File: config.mk
export PLATFORM = sky130hd
export DESIGN_NAME = gpiop_port
export DESIGN_NICKNAME = d
export VERILOG_FILES = /design/src/verilog/gpiop_pkg.sv /design/src/verilog/gpiop_pin.sv /design/src/verilog/gpiop_port.sv
export SDC_FILE = /design/constraint.sdc
export NUM_CORES = 1
export LEC_CHECK = 0
export CELL_PAD_IN_SITES_DETAIL_PLACEMENT = 2
export CELL_PAD_IN_SITES_GLOBAL_PLACEMENT = 2
export CORE_MARGIN = 2
export CORE_UTILIZATION = 25
export CTS_CLUSTER_SIZE = 30
export DETAILED_ROUTE_END_ITERATION = 10
export DONT_BUFFER_PORTS = 1
export PLACE_DENSITY = 0.67
export RECOVER_POWER = 100
export SYNTH_ARGS = -nofsm -noshare
export SYNTH_HDL_FRONTEND = slang
export SYNTH_SLANG_ARGS = --single-unit
File: constraint.sdc
create_clock -name I_CLK -period 3.29 [get_ports I_CLK]
set_input_delay 0.658 -clock I_CLK [delete_from_list [all_inputs] [get_ports I_CLK]]
set_output_delay 0.658 -clock I_CLK [all_outputs]
set_load 0.05 [all_outputs]
File: src/verilog/gpiop_pkg.sv
// Package for the general-purpose I/O port: register map, field codes and reset values.
// Assumes a 32-bit AXI4-Lite register bus and one port of up to sixteen pins.
package gpiop_pkg;

    // ----------------------------------------------------------------
    // Register byte offsets
    // ----------------------------------------------------------------
    localparam logic [7:0] OFS_MODE  = 8'h00;
    localparam logic [7:0] OFS_OTYPE = 8'h04;
    localparam logic [7:0] OFS_SPEED = 8'h08;
    localparam logic [7:0] OFS_PULL  = 8'h0C;
    localparam logic [7:0] OFS_ISTAT = 8'h10;
    localparam logic [7:0] OFS_OVAL  = 8'h14;
    localparam logic [7:0] OFS_SETCL = 8'h18;
    localparam logic [7:0] OFS_FRZ   = 8'h1C;
    localparam logic [7:0] OFS_AFS0  = 8'h20;
    localparam logic [7:0] OFS_AFS1  = 8'h24;
    localparam logic [7:0] OFS_CLR   = 8'h28;
    localparam logic [7:0] OFS_TGL   = 8'h2C;
    localparam logic [7:0] OFS_COMP  = 8'h30;

    // ----------------------------------------------------------------
    // Field codes and positions
    // ----------------------------------------------------------------
    localparam logic [1:0] MODE_IN  = 2'h0;
    localparam logic [1:0] MODE_OUT = 2'h1;
    localparam logic [1:0] MODE_AF  = 2'h2;
    localparam logic [1:0] MODE_AN  = 2'h3;
    localparam logic [1:0] PULL_UP  = 2'h1;
    localparam logic [1:0] PULL_DN  = 2'h2;
    localparam int         KEY_BIT  = 16;
    localparam int         RDY_BIT  = 8;
    localparam int         CLR_SH   = 16;
    localparam logic [1:0] RESP_OK  = 2'h0;
    localparam logic [1:0] RESP_ERR = 2'h2;

    // ----------------------------------------------------------------
    // Reset values
    // ----------------------------------------------------------------
    // Debug pins 15/14/13 of the first port: pull-up, pull-down, pull-up.
    localparam logic [31:0] PULL_RST_A  = 32'h6400_0000;
    localparam logic [31:0] PIN_ALL     = 32'h0000_FFFF;
    localparam logic [31:0] ZERO_WORD   = 32'h0000_0000;

    // Freeze key sequence progress.
    typedef enum logic [1:0] {
        KEY_IDLE,
        KEY_ONE,
        KEY_TWO,
        KEY_DONE
    } gpiop_key_t;

endpackage : gpiop_pkg

File: src/verilog/gpiop_pin.sv
// One pin's pad control: turns the configuration of a pin into pad drive and enables.
// Purely combinational; the port module registers every result.
module gpiop_pin
    import gpiop_pkg::*;
(
    // Configuration
    input  wire logic [1:0] i_mode,
    input  wire logic       i_otype,
    input  wire logic [1:0] i_pull,
    input  wire logic       i_oval,
    // Peripheral and additional-function drive
    input  wire logic       i_af_out,
    input  wire logic       i_af_oe,
    input  wire logic       i_add_en,
    input  wire logic       i_add_out,
    input  wire logic       i_add_oe,
    // Pad controls
    output logic            o_oe,
    output logic            o_out,
    output logic            o_pu,
    output logic            o_pd,
    output logic            o_st,
    output logic            o_an,
    output logic            o_ext_irq_event_unit
);

    logic drv;
    logic val;

    // Data source and drive request depend on the mode.
    always_comb begin
        drv = 1'b0;
        val = 1'b0;
        case (i_mode)
            MODE_OUT: begin
                drv = 1'b1;
                val = i_oval;
            end
            MODE_AF: begin
                drv = i_af_oe;
                val = i_af_out;
            end
            default: begin
                drv = 1'b0;
                val = 1'b0;
            end
        endcase
        // Open drain only pulls low; a one releases the pad.
        o_oe   = drv & (i_otype ? ~val : 1'b1);
        o_out  = i_otype ? 1'b0 : val;
        o_pu   = (i_mode != MODE_AN) && (i_pull == PULL_UP);
        o_pd   = (i_mode != MODE_AN) && (i_pull == PULL_DN);
        o_st   = (i_mode != MODE_AN);
        o_an   = (i_mode == MODE_AN);
        o_ext_irq_event_unit = (i_mode == MODE_IN);
        // An enabled additional function owns the pad outright.
        if (i_add_en) begin
            o_oe   = i_add_oe;
            o_out  = i_add_out;
            o_pu   = 1'b0;
            o_pd   = 1'b0;
            o_st   = 1'b1;
            o_an   = 1'b0;
            o_ext_irq_event_unit = 1'b0;
        end
    end

endmodule : gpiop_pin

File: src/verilog/gpiop_port.sv
// One general-purpose I/O port with an AXI4-Lite register slave and registered pad controls.
// Assumes the pads resolve level from O_PAD_OE/O_PAD_OUT and that pad inputs are asynchronous.
//
// Local design decisions: the address map and the AXI4-Lite interface to the registers.
module gpiop_port
    import gpiop_pkg::*;
#(
    parameter int          N        = 16,
    parameter logic [15:0] PIN_MASK = 16'hFFFF,
    parameter logic [31:0] PULL_RST = PULL_RST_A
) (
    // Clock and reset
    input  wire logic           I_CLK,
    input  wire logic           I_RESETN,
    // AXI4-Lite write channels
    input  wire logic [7:0]     I_AWADDR,
    input  wire logic           I_AWVALID,
    output logic                O_AWREADY,
    input  wire logic [31:0]    I_WDATA,
    input  wire logic [3:0]     I_WSTRB,
    input  wire logic           I_WVALID,
    output logic                O_WREADY,
    output logic [1:0]          O_BRESP,
    output logic                O_BVALID,
    input  wire logic           I_BREADY,
    // AXI4-Lite read channels
    input  wire logic [7:0]     I_ARADDR,
    input  wire logic           I_ARVALID,
    output logic                O_ARREADY,
    output logic [31:0]         O_RDATA,
    output logic [1:0]          O_RRESP,
    output logic                O_RVALID,
    input  wire logic           I_RREADY,
    // Pads
    input  wire logic [N-1:0]   I_PAD_IN,
    output logic [N-1:0]        O_PAD_OUT,
    output logic [N-1:0]        O_PAD_OE,
    output logic [N-1:0]        O_PULL_UP,
    output logic [N-1:0]        O_PULL_DN,
    output logic [N-1:0]        O_SCHMITT_EN,
    output logic [N-1:0]        O_ANALOG_EN,
    // Peripherals, additional functions and interrupt lines
    input  wire logic [N-1:0]   I_AF_OUT,
    input  wire logic [N-1:0]   I_AF_OE,
    output logic [4*N-1:0]      O_AF_SEL,
    output logic [N-1:0]        O_AF_IN,
    input  wire logic [N-1:0]   I_ADD_EN,
    input  wire logic [N-1:0]   I_ADD_OUT,
    input  wire logic [N-1:0]   I_ADD_OE,
    output logic [N-1:0]        O_EXT_IRQ_EVENT_UNIT_IN,
    // Compensation cell
    input  wire logic           I_COMP_READY,
    output logic                O_COMP_EN
);

    // ----------------------------------------------------------------
    // State
    // ----------------------------------------------------------------
    typedef struct packed {
        logic [2*N-1:0] mode;
        logic [N-1:0]   otype;
        logic [2*N-1:0] speed;
        logic [2*N-1:0] pull;
        logic [N-1:0]   oval;
        logic [4*N-1:0] afsel;
        logic [N-1:0]   frz;
        logic [N-1:0]   key_pins;
        gpiop_key_t     key;
        logic           comp_en;
        logic           comp_s1;
        logic           comp_s2;
        logic [N-1:0]   pad_s1;
        logic [N-1:0]   pad_s2;
        logic [N-1:0]   istat;
        logic           aw_held;
        logic           w_held;
        logic [7:0]     waddr;
        logic [31:0]    wdata;
        logic [3:0]     wstrb;
        logic           awready;
        logic           wready;
        logic           bvalid;
        logic [1:0]     bresp;
        logic           arready;
        logic           rvalid;
        logic [31:0]    rdata;
        logic [1:0]     rresp;
        logic [N-1:0]   pad_out;
        logic [N-1:0]   pad_oe;
        logic [N-1:0]   pu;
        logic [N-1:0]   pd;
        logic [N-1:0]   st;
        logic [N-1:0]   an;
        logic [N-1:0]   ext_irq_event_unit;
    } gpiop_state_t;

    localparam logic [N-1:0] PM = PIN_MASK[N-1:0];

    // Pins come up as floating inputs, debug pulls aside, buses idle and ready.
    localparam gpiop_state_t S_RESET = '{
        pull:    PULL_RST[2*N-1:0],
        key:     KEY_IDLE,
        awready: 1'b1,
        wready:  1'b1,
        arready: 1'b1,
        st:      PM,
        default: '0
    };

    gpiop_state_t s_reg;
    gpiop_state_t s_next;

    // Per-pin combinational pad controls.
    logic [N-1:0] p_oe;
    logic [N-1:0] p_out;
    logic [N-1:0] p_pu;
    logic [N-1:0] p_pd;
    logic [N-1:0] p_st;
    logic [N-1:0] p_an;
    logic [N-1:0] p_ext_irq_event_unit;

    // ----------------------------------------------------------------
    // Pin instances
    // ----------------------------------------------------------------
    for (genvar g = 0; g < N; g++) begin : g_pin
        gpiop_pin u_pin (
            .i_mode    (s_reg.mode[2*g +: 2]),
            .i_otype   (s_reg.otype[g]),
            .i_pull    (s_reg.pull[2*g +: 2]),
            .i_oval    (s_reg.oval[g]),
            .i_af_out  (I_AF_OUT[g]),
            .i_af_oe   (I_AF_OE[g]),
            .i_add_en  (I_ADD_EN[g]),
            .i_add_out (I_ADD_OUT[g]),
            .i_add_oe  (I_ADD_OE[g]),
            .o_oe      (p_oe[g]),
            .o_out     (p_out[g]),
            .o_pu      (p_pu[g]),
            .o_pd      (p_pd[g]),
            .o_st      (p_st[g]),
            .o_an      (p_an[g]),
            .o_ext_irq_event_unit    (p_ext_irq_event_unit[g])
        );
    end

    // ----------------------------------------------------------------
    // Helpers
    // ----------------------------------------------------------------
    // Byte-lane merge of a write into a stored word.
    function automatic logic [31:0] merge(input logic [31:0] old, input logic [31:0] nw,
                                          input logic [3:0] strb);
        logic [31:0] r;
        r = old;
        for (int b = 0; b < 4; b++) begin
            if (strb[b]) begin
                r[8*b +: 8] = nw[8*b +: 8];
            end
        end
        return r;
    endfunction : merge

    // Widen a per-pin mask to fields of w bits each.
    function automatic logic [31:0] spread(input logic [N-1:0] m, input int w);
        logic [31:0] r;
        r = '0;
        for (int i = 0; i < N; i++) begin
            if (m[i] && (i * w < 32)) begin
                for (int j = 0; j < w; j++) begin
                    r[i * w + j] = 1'b1;
                end
            end
        end
        return r;
    endfunction : spread

    // ----------------------------------------------------------------
    // Next-state logic
    // ----------------------------------------------------------------
    always_comb begin
        logic [31:0] wd;
        logic [31:0] wm;
        logic [N-1:0] open;
        logic [N-1:0] setv;
        logic [N-1:0] clrv;
        logic [N-1:0] ov;
        logic         hit;
        wd     = '0;
        wm     = '0;
        open   = '0;
        setv   = '0;
        clrv   = '0;
        ov     = '0;
        hit    = 1'b0;
        s_next = s_reg;

        // Pad inputs cross into the clock domain through two flops.
        s_next.pad_s1  = I_PAD_IN;
        s_next.pad_s2  = s_reg.pad_s1;
        s_next.istat   = s_reg.pad_s2 & ~p_an & PM;
        s_next.comp_s1 = I_COMP_READY;
        s_next.comp_s2 = s_reg.comp_s1;

        // Registered pad controls; absent pins stay dead.
        s_next.pad_out = p_out & PM;
        s_next.pad_oe  = p_oe & PM;
        s_next.pu      = p_pu & PM;
        s_next.pd      = p_pd & PM;
        s_next.st      = p_st & PM;
        s_next.an      = p_an & PM;
        s_next.ext_irq_event_unit    = p_ext_irq_event_unit & PM;

        // Write address and data are taken in either order.
        if (I_AWVALID && s_reg.awready) begin
            s_next.aw_held = 1'b1;
            s_next.waddr   = I_AWADDR;
        end
        if (I_WVALID && s_reg.wready) begin
            s_next.w_held = 1'b1;
            s_next.wdata  = I_WDATA;
            s_next.wstrb  = I_WSTRB;
        end
        if (s_reg.bvalid && I_BREADY) begin
            s_next.bvalid = 1'b0;
        end

        // A complete write acts once both halves are held.
        if (s_reg.aw_held && s_reg.w_held && !s_reg.bvalid) begin
            wd = s_reg.wdata;
            wm = merge(ZERO_WORD, PIN_ALL | ~PIN_ALL, s_reg.wstrb);
            open = ~s_reg.frz & PM;
            hit  = 1'b1;
            ov   = s_reg.oval;
            case (s_reg.waddr)
                OFS_MODE: begin
                    s_next.mode = merge(s_reg.mode, wd, s_reg.wstrb & 4'hF)
                                & spread(open, 2) | s_reg.mode & ~spread(open, 2);
                end
                OFS_OTYPE: begin
                    s_next.otype = (wd[N-1:0] & wm[N-1:0] & open)
                                 | (s_reg.otype & ~(wm[N-1:0] & open));
                end
                OFS_SPEED: begin
                    s_next.speed = merge(s_reg.speed, wd, s_reg.wstrb)
                                 & spread(open, 2) | s_reg.speed & ~spread(open, 2);
                end
                OFS_PULL: begin
                    s_next.pull = merge(s_reg.pull, wd, s_reg.wstrb)
                                & spread(open, 2) | s_reg.pull & ~spread(open, 2);
                end
                OFS_ISTAT: begin
                    hit = 1'b1;
                end
                OFS_OVAL: begin
                    ov = (wd[N-1:0] & wm[N-1:0]) | (s_reg.oval & ~wm[N-1:0]);
                end
                OFS_SETCL: begin
                    wd   = wd & wm;
                    setv = wd[N-1:0];
                    clrv = wd[CLR_SH +: N];
                    ov   = (s_reg.oval & ~clrv) | setv;
                end
                OFS_CLR: begin
                    wd = wd & wm;
                    ov = s_reg.oval & ~wd[N-1:0];
                end
                OFS_TGL: begin
                    wd = wd & wm;
                    ov = s_reg.oval ^ wd[N-1:0];
                end
                OFS_AFS0: begin
                    s_next.afsel[31:0] = merge(s_reg.afsel[31:0], wd, s_reg.wstrb)
                                       & spread(open, 4)
                                       | s_reg.afsel[31:0] & ~spread(open, 4);
                end
                OFS_AFS1: begin
                    s_next.afsel[63:32] = merge(s_reg.afsel[63:32], wd, s_reg.wstrb)
                                        & spread(open >> 8, 4)
                                        | s_reg.afsel[63:32] & ~spread(open >> 8, 4);
                end
                OFS_FRZ: begin
                    // Key one, key zero, key one with the same pins arms the freeze.
                    case (s_reg.key)
                        KEY_IDLE: begin
                            s_next.key      = wd[KEY_BIT] ? KEY_ONE : KEY_IDLE;
                            s_next.key_pins = wd[N-1:0] & PM;
                        end
                        KEY_ONE: begin
                            s_next.key = (!wd[KEY_BIT] && (wd[N-1:0] & PM) == s_reg.key_pins)
                                       ? KEY_TWO : KEY_IDLE;
                        end
                        KEY_TWO: begin
                            if (wd[KEY_BIT] && (wd[N-1:0] & PM) == s_reg.key_pins) begin
                                s_next.key = KEY_DONE;
                                s_next.frz = s_reg.key_pins;
                            end else begin
                                s_next.key = KEY_IDLE;
                            end
                        end
                        default: begin
                            s_next.key = KEY_DONE;                    // Held until reset.
                        end
                    endcase
                end
                OFS_COMP: begin
                    if (s_reg.wstrb[0]) begin
                        s_next.comp_en = wd[0];
                    end
                end
                default: begin
                    hit = 1'b0;
                end
            endcase
            s_next.oval    = ov & PM;
            s_next.mode    = s_next.mode & spread(PM, 2);
            s_next.pull    = s_next.pull & spread(PM, 2);
            s_next.speed   = s_next.speed & spread(PM, 2);
            s_next.otype   = s_next.otype & PM;
            s_next.bvalid  = 1'b1;
            s_next.bresp   = hit ? RESP_OK : RESP_ERR;
            s_next.aw_held = 1'b0;
            s_next.w_held  = 1'b0;
        end
        s_next.awready = !s_next.aw_held && !s_next.bvalid;
        s_next.wready  = !s_next.w_held && !s_next.bvalid;

        // Read: data one cycle after the address is taken.
        if (s_reg.rvalid && I_RREADY) begin
            s_next.rvalid  = 1'b0;
            s_next.arready = 1'b1;
        end
        if (I_ARVALID && s_reg.arready) begin
            s_next.arready = 1'b0;
            s_next.rvalid  = 1'b1;
            s_next.rresp   = RESP_OK;
            s_next.rdata   = '0;
            case (I_ARADDR)
                OFS_MODE:  s_next.rdata = 32'(s_reg.mode);
                OFS_OTYPE: s_next.rdata = 32'(s_reg.otype);
                OFS_SPEED: s_next.rdata = 32'(s_reg.speed);
                OFS_PULL:  s_next.rdata = 32'(s_reg.pull);
                OFS_ISTAT: s_next.rdata = 32'(s_reg.istat);
                OFS_OVAL:  s_next.rdata = 32'(s_reg.oval);
                OFS_SETCL: s_next.rdata = ZERO_WORD;
                OFS_CLR:   s_next.rdata = ZERO_WORD;
                OFS_TGL:   s_next.rdata = ZERO_WORD;
                OFS_AFS0:  s_next.rdata = s_reg.afsel[31:0];
                OFS_AFS1:  s_next.rdata = s_reg.afsel[63:32];
                OFS_FRZ: begin
                    s_next.rdata = 32'(s_reg.frz);
                    s_next.rdata[KEY_BIT] = (s_reg.key == KEY_DONE);
                end
                OFS_COMP: begin
                    s_next.rdata[0]       = s_reg.comp_en;
                    s_next.rdata[RDY_BIT] = s_reg.comp_en & s_reg.comp_s2;
                end
                default: begin
                    s_next.rresp = RESP_ERR;
                end
            endcase
        end
    end

    // ----------------------------------------------------------------
    // State register
    // ----------------------------------------------------------------
    // Synchronous reset to a constant; debug pulls come from parameters.
    always_ff @(posedge I_CLK) begin
        if (!I_RESETN) begin
            s_reg <= S_RESET;
        end else begin
            s_reg <= s_next;
        end
    end

    // ----------------------------------------------------------------
    // Outputs, all straight from the state register
    // ----------------------------------------------------------------
    assign O_AWREADY    = s_reg.awready;
    assign O_WREADY     = s_reg.wready;
    assign O_BVALID     = s_reg.bvalid;
    assign O_BRESP      = s_reg.bresp;
    assign O_ARREADY    = s_reg.arready;
    assign O_RVALID     = s_reg.rvalid;
    assign O_RDATA      = s_reg.rdata;
    assign O_RRESP      = s_reg.rresp;
    assign O_PAD_OUT    = s_reg.pad_out;
    assign O_PAD_OE     = s_reg.pad_oe;
    assign O_PULL_UP    = s_reg.pu;
    assign O_PULL_DN    = s_reg.pd;
    assign O_SCHMITT_EN = s_reg.st;
    assign O_ANALOG_EN  = s_reg.an;
    // Alternate-function select follows its register in every pin mode; the input follows input status, which reads zero on analog pins.
    assign O_AF_SEL     = s_reg.afsel;
    assign O_AF_IN      = s_reg.istat;
    assign O_EXT_IRQ_EVENT_UNIT_IN    = s_reg.ext_irq_event_unit;
    assign O_COMP_EN    = s_reg.comp_en;

endmodule : gpiop_port

==> results of run 1 <==
==> worst max-delay path, delay by kind of cell (launching register included) <==
kind / cells / cell delay (ns)
compound gates: 3 / 0.71
flops: 1 / 0.54
simple gates: 2 / 1.41
==> placed cells by master, fill, tap and decap left out, types with 9 or more instances in the layout <==
cell type	netlist	routed
mux2_2	17	17
a21o_1	16	16
clkbuf_16	0	61
inv_1	85	85
a31o_2	24	24
a21oi_1	103	103
clkbuf_8	1	11
dfxtp_1	474	474
buf_4	229	40
a2111oi_0	16	16
mux2i_1	95	95
a32oi_1	21	21
nand3_1	115	115
and2_0	0	45
bufinv_16	0	9
nor2b_1	111	111
xnor2_1	16	16
o21ai_0	134	134
a22oi_1	27	27
and2_1	77	32
nand2_1	442	442
nand4_1	14	14
ha_1	80	80
a21boi_0	176	176
o22ai_1	24	24
nor4b_1	35	35
nor2_1	79	80
a221oi_1	9	9
and3_1	10	9
clkbuf_1	129	17
clkinv_2	0	12
a22o_1	16	16
nor3b_1	10	10
==> cell families after synthesis <==
group / after synthesis / share of synthesized area (%)
AO/OA/AOI/OAI: 581 / 16.7
XOR/XNOR: 16 / 0.608
adder cells (fa/ha/maj): 80 / 4.35
buffers and inverters: 474 / 11.7
flip-flops: 474 / 41.2
multiplexers: 118 / 5.55
other: 1 / 0.0163
AND/OR/NAND/NOR: 923 / 19.9
==> power groups by stage <==
| stage | Sequential, W | Clock [W] | Combinational, W |
|---|---|---|---|
| CTS | 0.00615 | 0.00726 | 0.000622 |
| detailed placement | 0.00628 | 0 | 0.000616 |
| global placement | 0.00627 | 0 | 0.000593 |
| finish | 0.00615 | 0.00706 | 0.000619 |
| floorplan | 0.00605 | 0 | 0.000692 |
| global route | 0.00616 | 0.00749 | 0.000669 |
==> layer usage <==
layer	global-route usage, %	routed length [um]	vias up
met3	6.13	6840	159
met4	6.34	2950	10
met1	24.2	41600	9304
met2	33.7	46000	486
li1	-	-	8302
met5	0	57	-
==> cell usage after synthesis (all sizes together), types with 38 or more instances <==
| master | count |
|---|---|
| a21boi | 176 |
| a21oi | 103 |
| and2 | 78 |
| buf | 258 |
| clkbuf | 131 |
| dfxtp | 474 |
| ha | 80 |
| inv | 85 |
| mux2i | 95 |
| nand2 | 442 |
| nand3 | 115 |
| nor2 | 80 |
| nor2b | 111 |
| nor4b | 38 |
| o21ai | 134 |
==> metrics by stage <==
stage	cell area [um^2]	std cells
2_1_floorplan	23000	2668
3_3_place_gp	22500	3514
3_5_place_dp	22500	3514
4_1_cts	24600	3621
5_1_grt	24600	3621
6_report	24600	3622
==> path summary, 6_finish.rpt <==
check             cells past startpoint                     from                      to  slack [ns]
setup / recovery                      5  s_reg[192]$_SDFFE_PN0P_                register        0.55
hold / removal                        1             I_PAD_IN[11]  s_next[226]$_SDFF_PN0_        0.13
setup reg to reg                      5  s_reg[192]$_SDFFE_PN0P_                register        0.55
hold reg to reg                       2    s_reg[222]$_SDFF_PN0_   O_AF_IN[7]$_SDFF_PN0_        0.42
==> layout make-up <==
class	instances	area share (%)
multi-input cells	1720	44.2
flip-flops and latches	474	38.6
well taps	1186	6.03
clock inverters	26	1.52
diodes	1	0.0102
clock buffers	81	6.96
repair buffers	49	1.42
inverters	85	1.30
==> qor.yml, run 1 <==
status:
  status: "finished, final reports clean"
final_layout:
  multi_input_area_um2: 10900
  fillerInstances: 10251
  postLayoutCoreUtil_pct: 26.9
  finalNetCount: 2625
  syn2layout_area_growth_pct: 6.80
  regArea_um2: 9490
  drive_above_1_share_pct: 8.25
die:
  die_height_um: 308
  core_area_um2: 91500
  die_area_um2: 94600
  floorplan.initialDensity_pct: 25.2
  io_pins: 390
  std_cell_rows: 111
  dieWidth_um: 308
critical_path:
  path_class: "reg -> reg"
  cp_slowest_cell: "nor4b_1"
  startpoint_type: "register"
  arrival_ns: 3.33
  cp_max_fo: 16
  cp-end-kind: "register"
  critPathMaxStageDelay_ns: 0.74
  crit_chain: "nor4b_1, nand2_1, a21o_1, a21oi_1, a31o_2"
  required_ns: 3.88
cts:
  cts_tree: "yes"
  cts_setup_buffers: 0
  clock_path_buffers: 3
  clock_tree.root_cell: "clkbuf_16"
  cts_buffers: 59
  htree_num_levels: 2
  post_cts_resize_count: 0
  cts_hold_buffers: 0
  clkTransAtPathRegs_ns: 0.06
  clock_sinks: 474
  insertion_delay_ns: 0.66
timing:
  worst_slack_ns: 0.551
  fmax_mhz: 365
  tns_ns: 0
  finalHoldViolations: 0
  min_period_over_period_pct: 83.3
  relSlewSlack_pct: 25.5
  layout_min_cycle_time_ns: 2.74
  rsz0062_at_grt: "no"
  tightestPinTransition_ns: 1.12
  setup_violations: 0
  clock-skew-final_ns: 0.0225
  whs_ns: 0.128
  slew_violations: 0
power_and_ir_drop:
  clkPwrFrac_pct: 51.1
  powerDensity_nw_per_um2: 562
  cellInternalPower_w: 0.0104
  leakage_nw: 8.39
  p_seq_share_pct: 44.5
  p_total_w: 0.0138
  switching_share_pct: 24.9
  power.switching_w: 0.00344
  ir_drop_v: 0.000348
  comb_power_share_pct: 4.5
place:
  port_buffers: 0
  hpwlAfterDp_um: 72500
  globalplace.congestion: 0.848
  dpl_worst_slack_ns: 0.647
yosys:
  synthTopCellsByArea: "dfxtp_1 41%, buf_4 7.5%, nand2_1 7.2%"
  ys_async_sr_fraction_pct: 0
  yosysWarnings: 0
  synthCells: 2667
  synth_top_area_cell: "dfxtp_1"
  ys_seq_area_share_pct: 41.2
  ys_types: 60
  ys.flop_type: "dfxtp_1"
  synth_area_per_cell_um2: 8.64
  synth_area_um2: 23000
  yosysTopAreaCellShare_pct: 41.2
  synth_seq_cells: 474
  synth_edf_count: 0
routing:
  drc_errors: 0
  ant_nets: 0
  routed_via_density: 5.04
  drt-wirelength-per-cell_um: 26.9
  wl_um: 97400
  drt_iter0_markers: 1024
  vias: 18261
  dr.pass1.iters: 5
global_routing:
  grt_max_degree: 461
  grt_usage_pct: 20.0
  grt_pass1_vias: 19862
  antenna_found_initial: 7
  grt_pass1_wl_um: 139000
  grt-ovfl-total: 0
worst_hold_path:
  hold_path_class: "in -> reg"
job:
  cap_violations: 0
(Power assumes the default switching activity.)
==> run 2: changes to the inputs <==
--- a/config.mk
+++ b/config.mk
@@ -12,7 +12,7 @@
 export CTS_CLUSTER_SIZE = 30
 export DETAILED_ROUTE_END_ITERATION = 10
 export DONT_BUFFER_PORTS = 1
-export PLACE_DENSITY = 0.67
+export PLACE_DENSITY = 0.69
 export RECOVER_POWER = 100
 export SYNTH_ARGS = -nofsm -noshare
 export SYNTH_HDL_FRONTEND = slang
==> constraint.sdc (replaced) <==
create_clock -name I_CLK -period 2.5 [get_ports I_CLK]
set_input_delay 0.5 -clock I_CLK [delete_from_list [all_inputs] [get_ports I_CLK]]
set_output_delay 0.5 -clock I_CLK [all_outputs]
set_load 0.05 [all_outputs]
==> run 2 against run 1 <==
Effect of this change: the flow now finishes with violations (max-capacitance violations, max-slew violations); count of clock-buffer cells in the layout grew 9; global-route usage is 0.53 points higher; first-iteration DRC count rose by 1.8%; worst setup slack worse by 0.53 ns; design area increased by 3.1%; hold slack got worse by 0.10 ns; largest cell class unchanged.
==> qor.yml, run 2 (synthesized netlist as in run 1, its figures left out) <==
status:
  status: "complete, but fails checks"  # was finished, final reports clean
  violations: "max-capacitance violations, max-slew violations"
routing:
  routed_via_density: 5.05  # was 5.04
  drc_errors: 0  # unchanged
  drt_iter0_markers: 1042  # was 1,024
  ant_nets: 0  # unchanged
  vias: 18907  # was 18,261
  drt-wirelength-per-cell_um: 26.6  # was 26.9 um
  dr.pass1.iters: 5  # unchanged
  wl_um: 99600  # was 97,400 um
timing:
  clock-skew-final_ns: 0.0272  # was 0.0225 ns
  worst_slack_ns: 0.0165  # was 0.551 ns
  relSlewSlack_pct: -7.02  # was 25.5%
  setup_violations: 0  # unchanged
  fmax_mhz: 403
  tightestPinTransition_ns: 1.61  # was 1.12 ns
  slew_violations: 20  # was 0
  whs_ns: 0.0272  # was 0.128 ns
  finalHoldViolations: 0  # unchanged
  rsz0062_at_grt: "no"  # unchanged
  layout_min_cycle_time_ns: 2.48
  min_period_over_period_pct: 99.3
  tns_ns: 0  # unchanged
critical_path:
  arrival_ns: 3.03  # was 3.33 ns
  crit_chain: "nor3_1, clkbuf_2, and4_1, clkbuf_1, a221oi_1, a21oi_1"  # was nor4b_1, nand2_1, a21o_1, a21oi_1, a31o_2
  cp_slowest_cell: "clkbuf_1"  # was nor4b_1
  required_ns: 3.05  # was 3.88 ns
  cp_max_fo: 19  # was 16
  startpoint_type: "input port"  # was register
  cp-end-kind: "register"  # unchanged
  critPathMaxStageDelay_ns: 1.16  # was 0.74 ns
  path_class: "in -> reg"  # was reg -> reg
cts:
  clkTransAtPathRegs_ns: 0.06  # about the same
  htree_num_levels: 2  # unchanged
  cts_tree: "yes"  # unchanged
  clock_path_buffers: 3  # unchanged
  clock_tree.root_cell: "clkbuf_16"  # unchanged
  clock_sinks: 474  # unchanged
  insertion_delay_ns: 0.64  # was 0.66 ns
  cts_buffers: 56  # was 59
die:
  floorplan.initialDensity_pct: 25.2  # unchanged
  core_area_um2: 91500  # unchanged
  die_area_um2: 94600  # unchanged
  dieWidth_um: 308  # unchanged
  std_cell_rows: 111  # unchanged
  die_height_um: 308  # unchanged
  io_pins: 390  # unchanged
global_routing:
  use_met1_pct: 24.8  # was 24.2%
  grt-ovfl-total: 0  # unchanged
  grt_pass1_vias: 20476  # was 19,862
  grt_max_degree: 458  # was 461
  grt_pass1_wl_um: 144000  # was 139,000 um
  antenna_found_initial: 17  # was 7
  grt_usage_pct: 20.5  # was 20.0%
  grt.met2_usage_pct: 34.0  # was 33.7%
  grt_use_met3_pct: 6.68  # was 6.13%
  busiest_layer: "met2"  # unchanged
final_layout:
  finalNetCount: 2745  # was 2,625
  fillerInstances: 10298  # was 10,251
  post-route-cell-area_um2: 25400  # was 24,600 um^2
  regArea_um2: 9490  # about the same
  final_common_cell: "dfxtp_1"  # unchanged
  multi_input_area_um2: 10900  # unchanged
  drive_above_1_share_pct: 8.73  # was 8.25%
  syn2layout_area_growth_pct: 10.1  # was 6.80%
  mostFrequentLayoutCells: "473 x dfxtp_1, 442 x nand2_1, 176 x a21boi_0"  # was 474 x dfxtp_1, 442 x nand2_1, 176 x a21boi_0
worst_hold_path:
  hold_path_class: "in -> reg"  # unchanged
power_and_ir_drop:
  leakage_nw: 8.72  # was 8.39 nW
  powerDensity_nw_per_um2: 697  # was 562 nW/um^2
  ir_drop_v: 0.000517  # was 0.000348 V
place:
  placed_area_um2: 23100  # was 22,500 um^2
  hpwlAfterDp_um: 73600  # was 72,500 um
  port_buffers: 0  # unchanged
  globalplace.congestion: 0.840  # was 0.848
  dpl_worst_slack_ns: 0.188  # was 0.647 ns
job:
  cap_violations: 1  # was 0
==> run 2: final timing paths <==
kind | from | slack (ns) | depth (start not counted) | end
min | I_RESETN | 0.03 | 1 | O_PAD_OE[5]$_SDFF_PN0_
min reg2reg | s_reg[218]$_SDFF_PN0_ | 0.42 | 2 | O_AF_IN[3]$_SDFF_PN0_
max | I_ARADDR[4] | 0.02 | 6 | O_RDATA[24]$_SDFFE_PN0P_
max reg2reg | s_reg[194]$_SDFFE_PN0P_ | 0.19 | 6 | register
==> run 2: repair_timing <==
action,in CTS,in global routing
endpoints found under the setup margin,0,8
hold buffers,51,1
resized for setup,0,3
hold endpoints to repair,52,1
buffers inserted,0,1
==> run 2: area by class of cell <==
class                           count  share of cell area (%)
Clock inverter                     14                   0.839
Multi-Input combinational cell   1720                    42.9
Sequential cell                   474                    37.4
Inverter                           85                    1.26
Clock buffer                       90                    6.70
Timing Repair Buffer              172                    5.03
Antenna cell                        6                  0.0592
Tap cell                         1186                    5.85
==> run 2: power breakdown <==
part	internal (W)	switching (W)
Sequential	0.00770	0.000346
Clock	0.00515	0.00353
Combinational	0.000375	0.000588
Total	0.0132	0.00446
==> run 2: metal layers <==
metal | routed length (um) | vias to the layer above
li1 | - | 8561
met1 | 41600 | 9614
met2 | 46300 | 542
met3 | 8030 | 172
met4 | 3490 | 18
met5 | 126 | -
==> run 2: critical path, delay by kind of cell <==
family,cells,cell delay [ns]
buffers and inverters,2,1.54
AO/OA/AOI/OAI,2,0.52
AND/OR/NAND/NOR,2,0.44
==> run 2: stage by stage <==
step,utilization [%],instances,total power [W]
finish,27.7,3747,0.0177
floorplan,-,2668,0.00887
CTS,27.9,3739,0.0179
global route,27.7,3744,0.0183
detailed placement,25.3,3584,0.00910
global placement,25.3,3584,0.00906
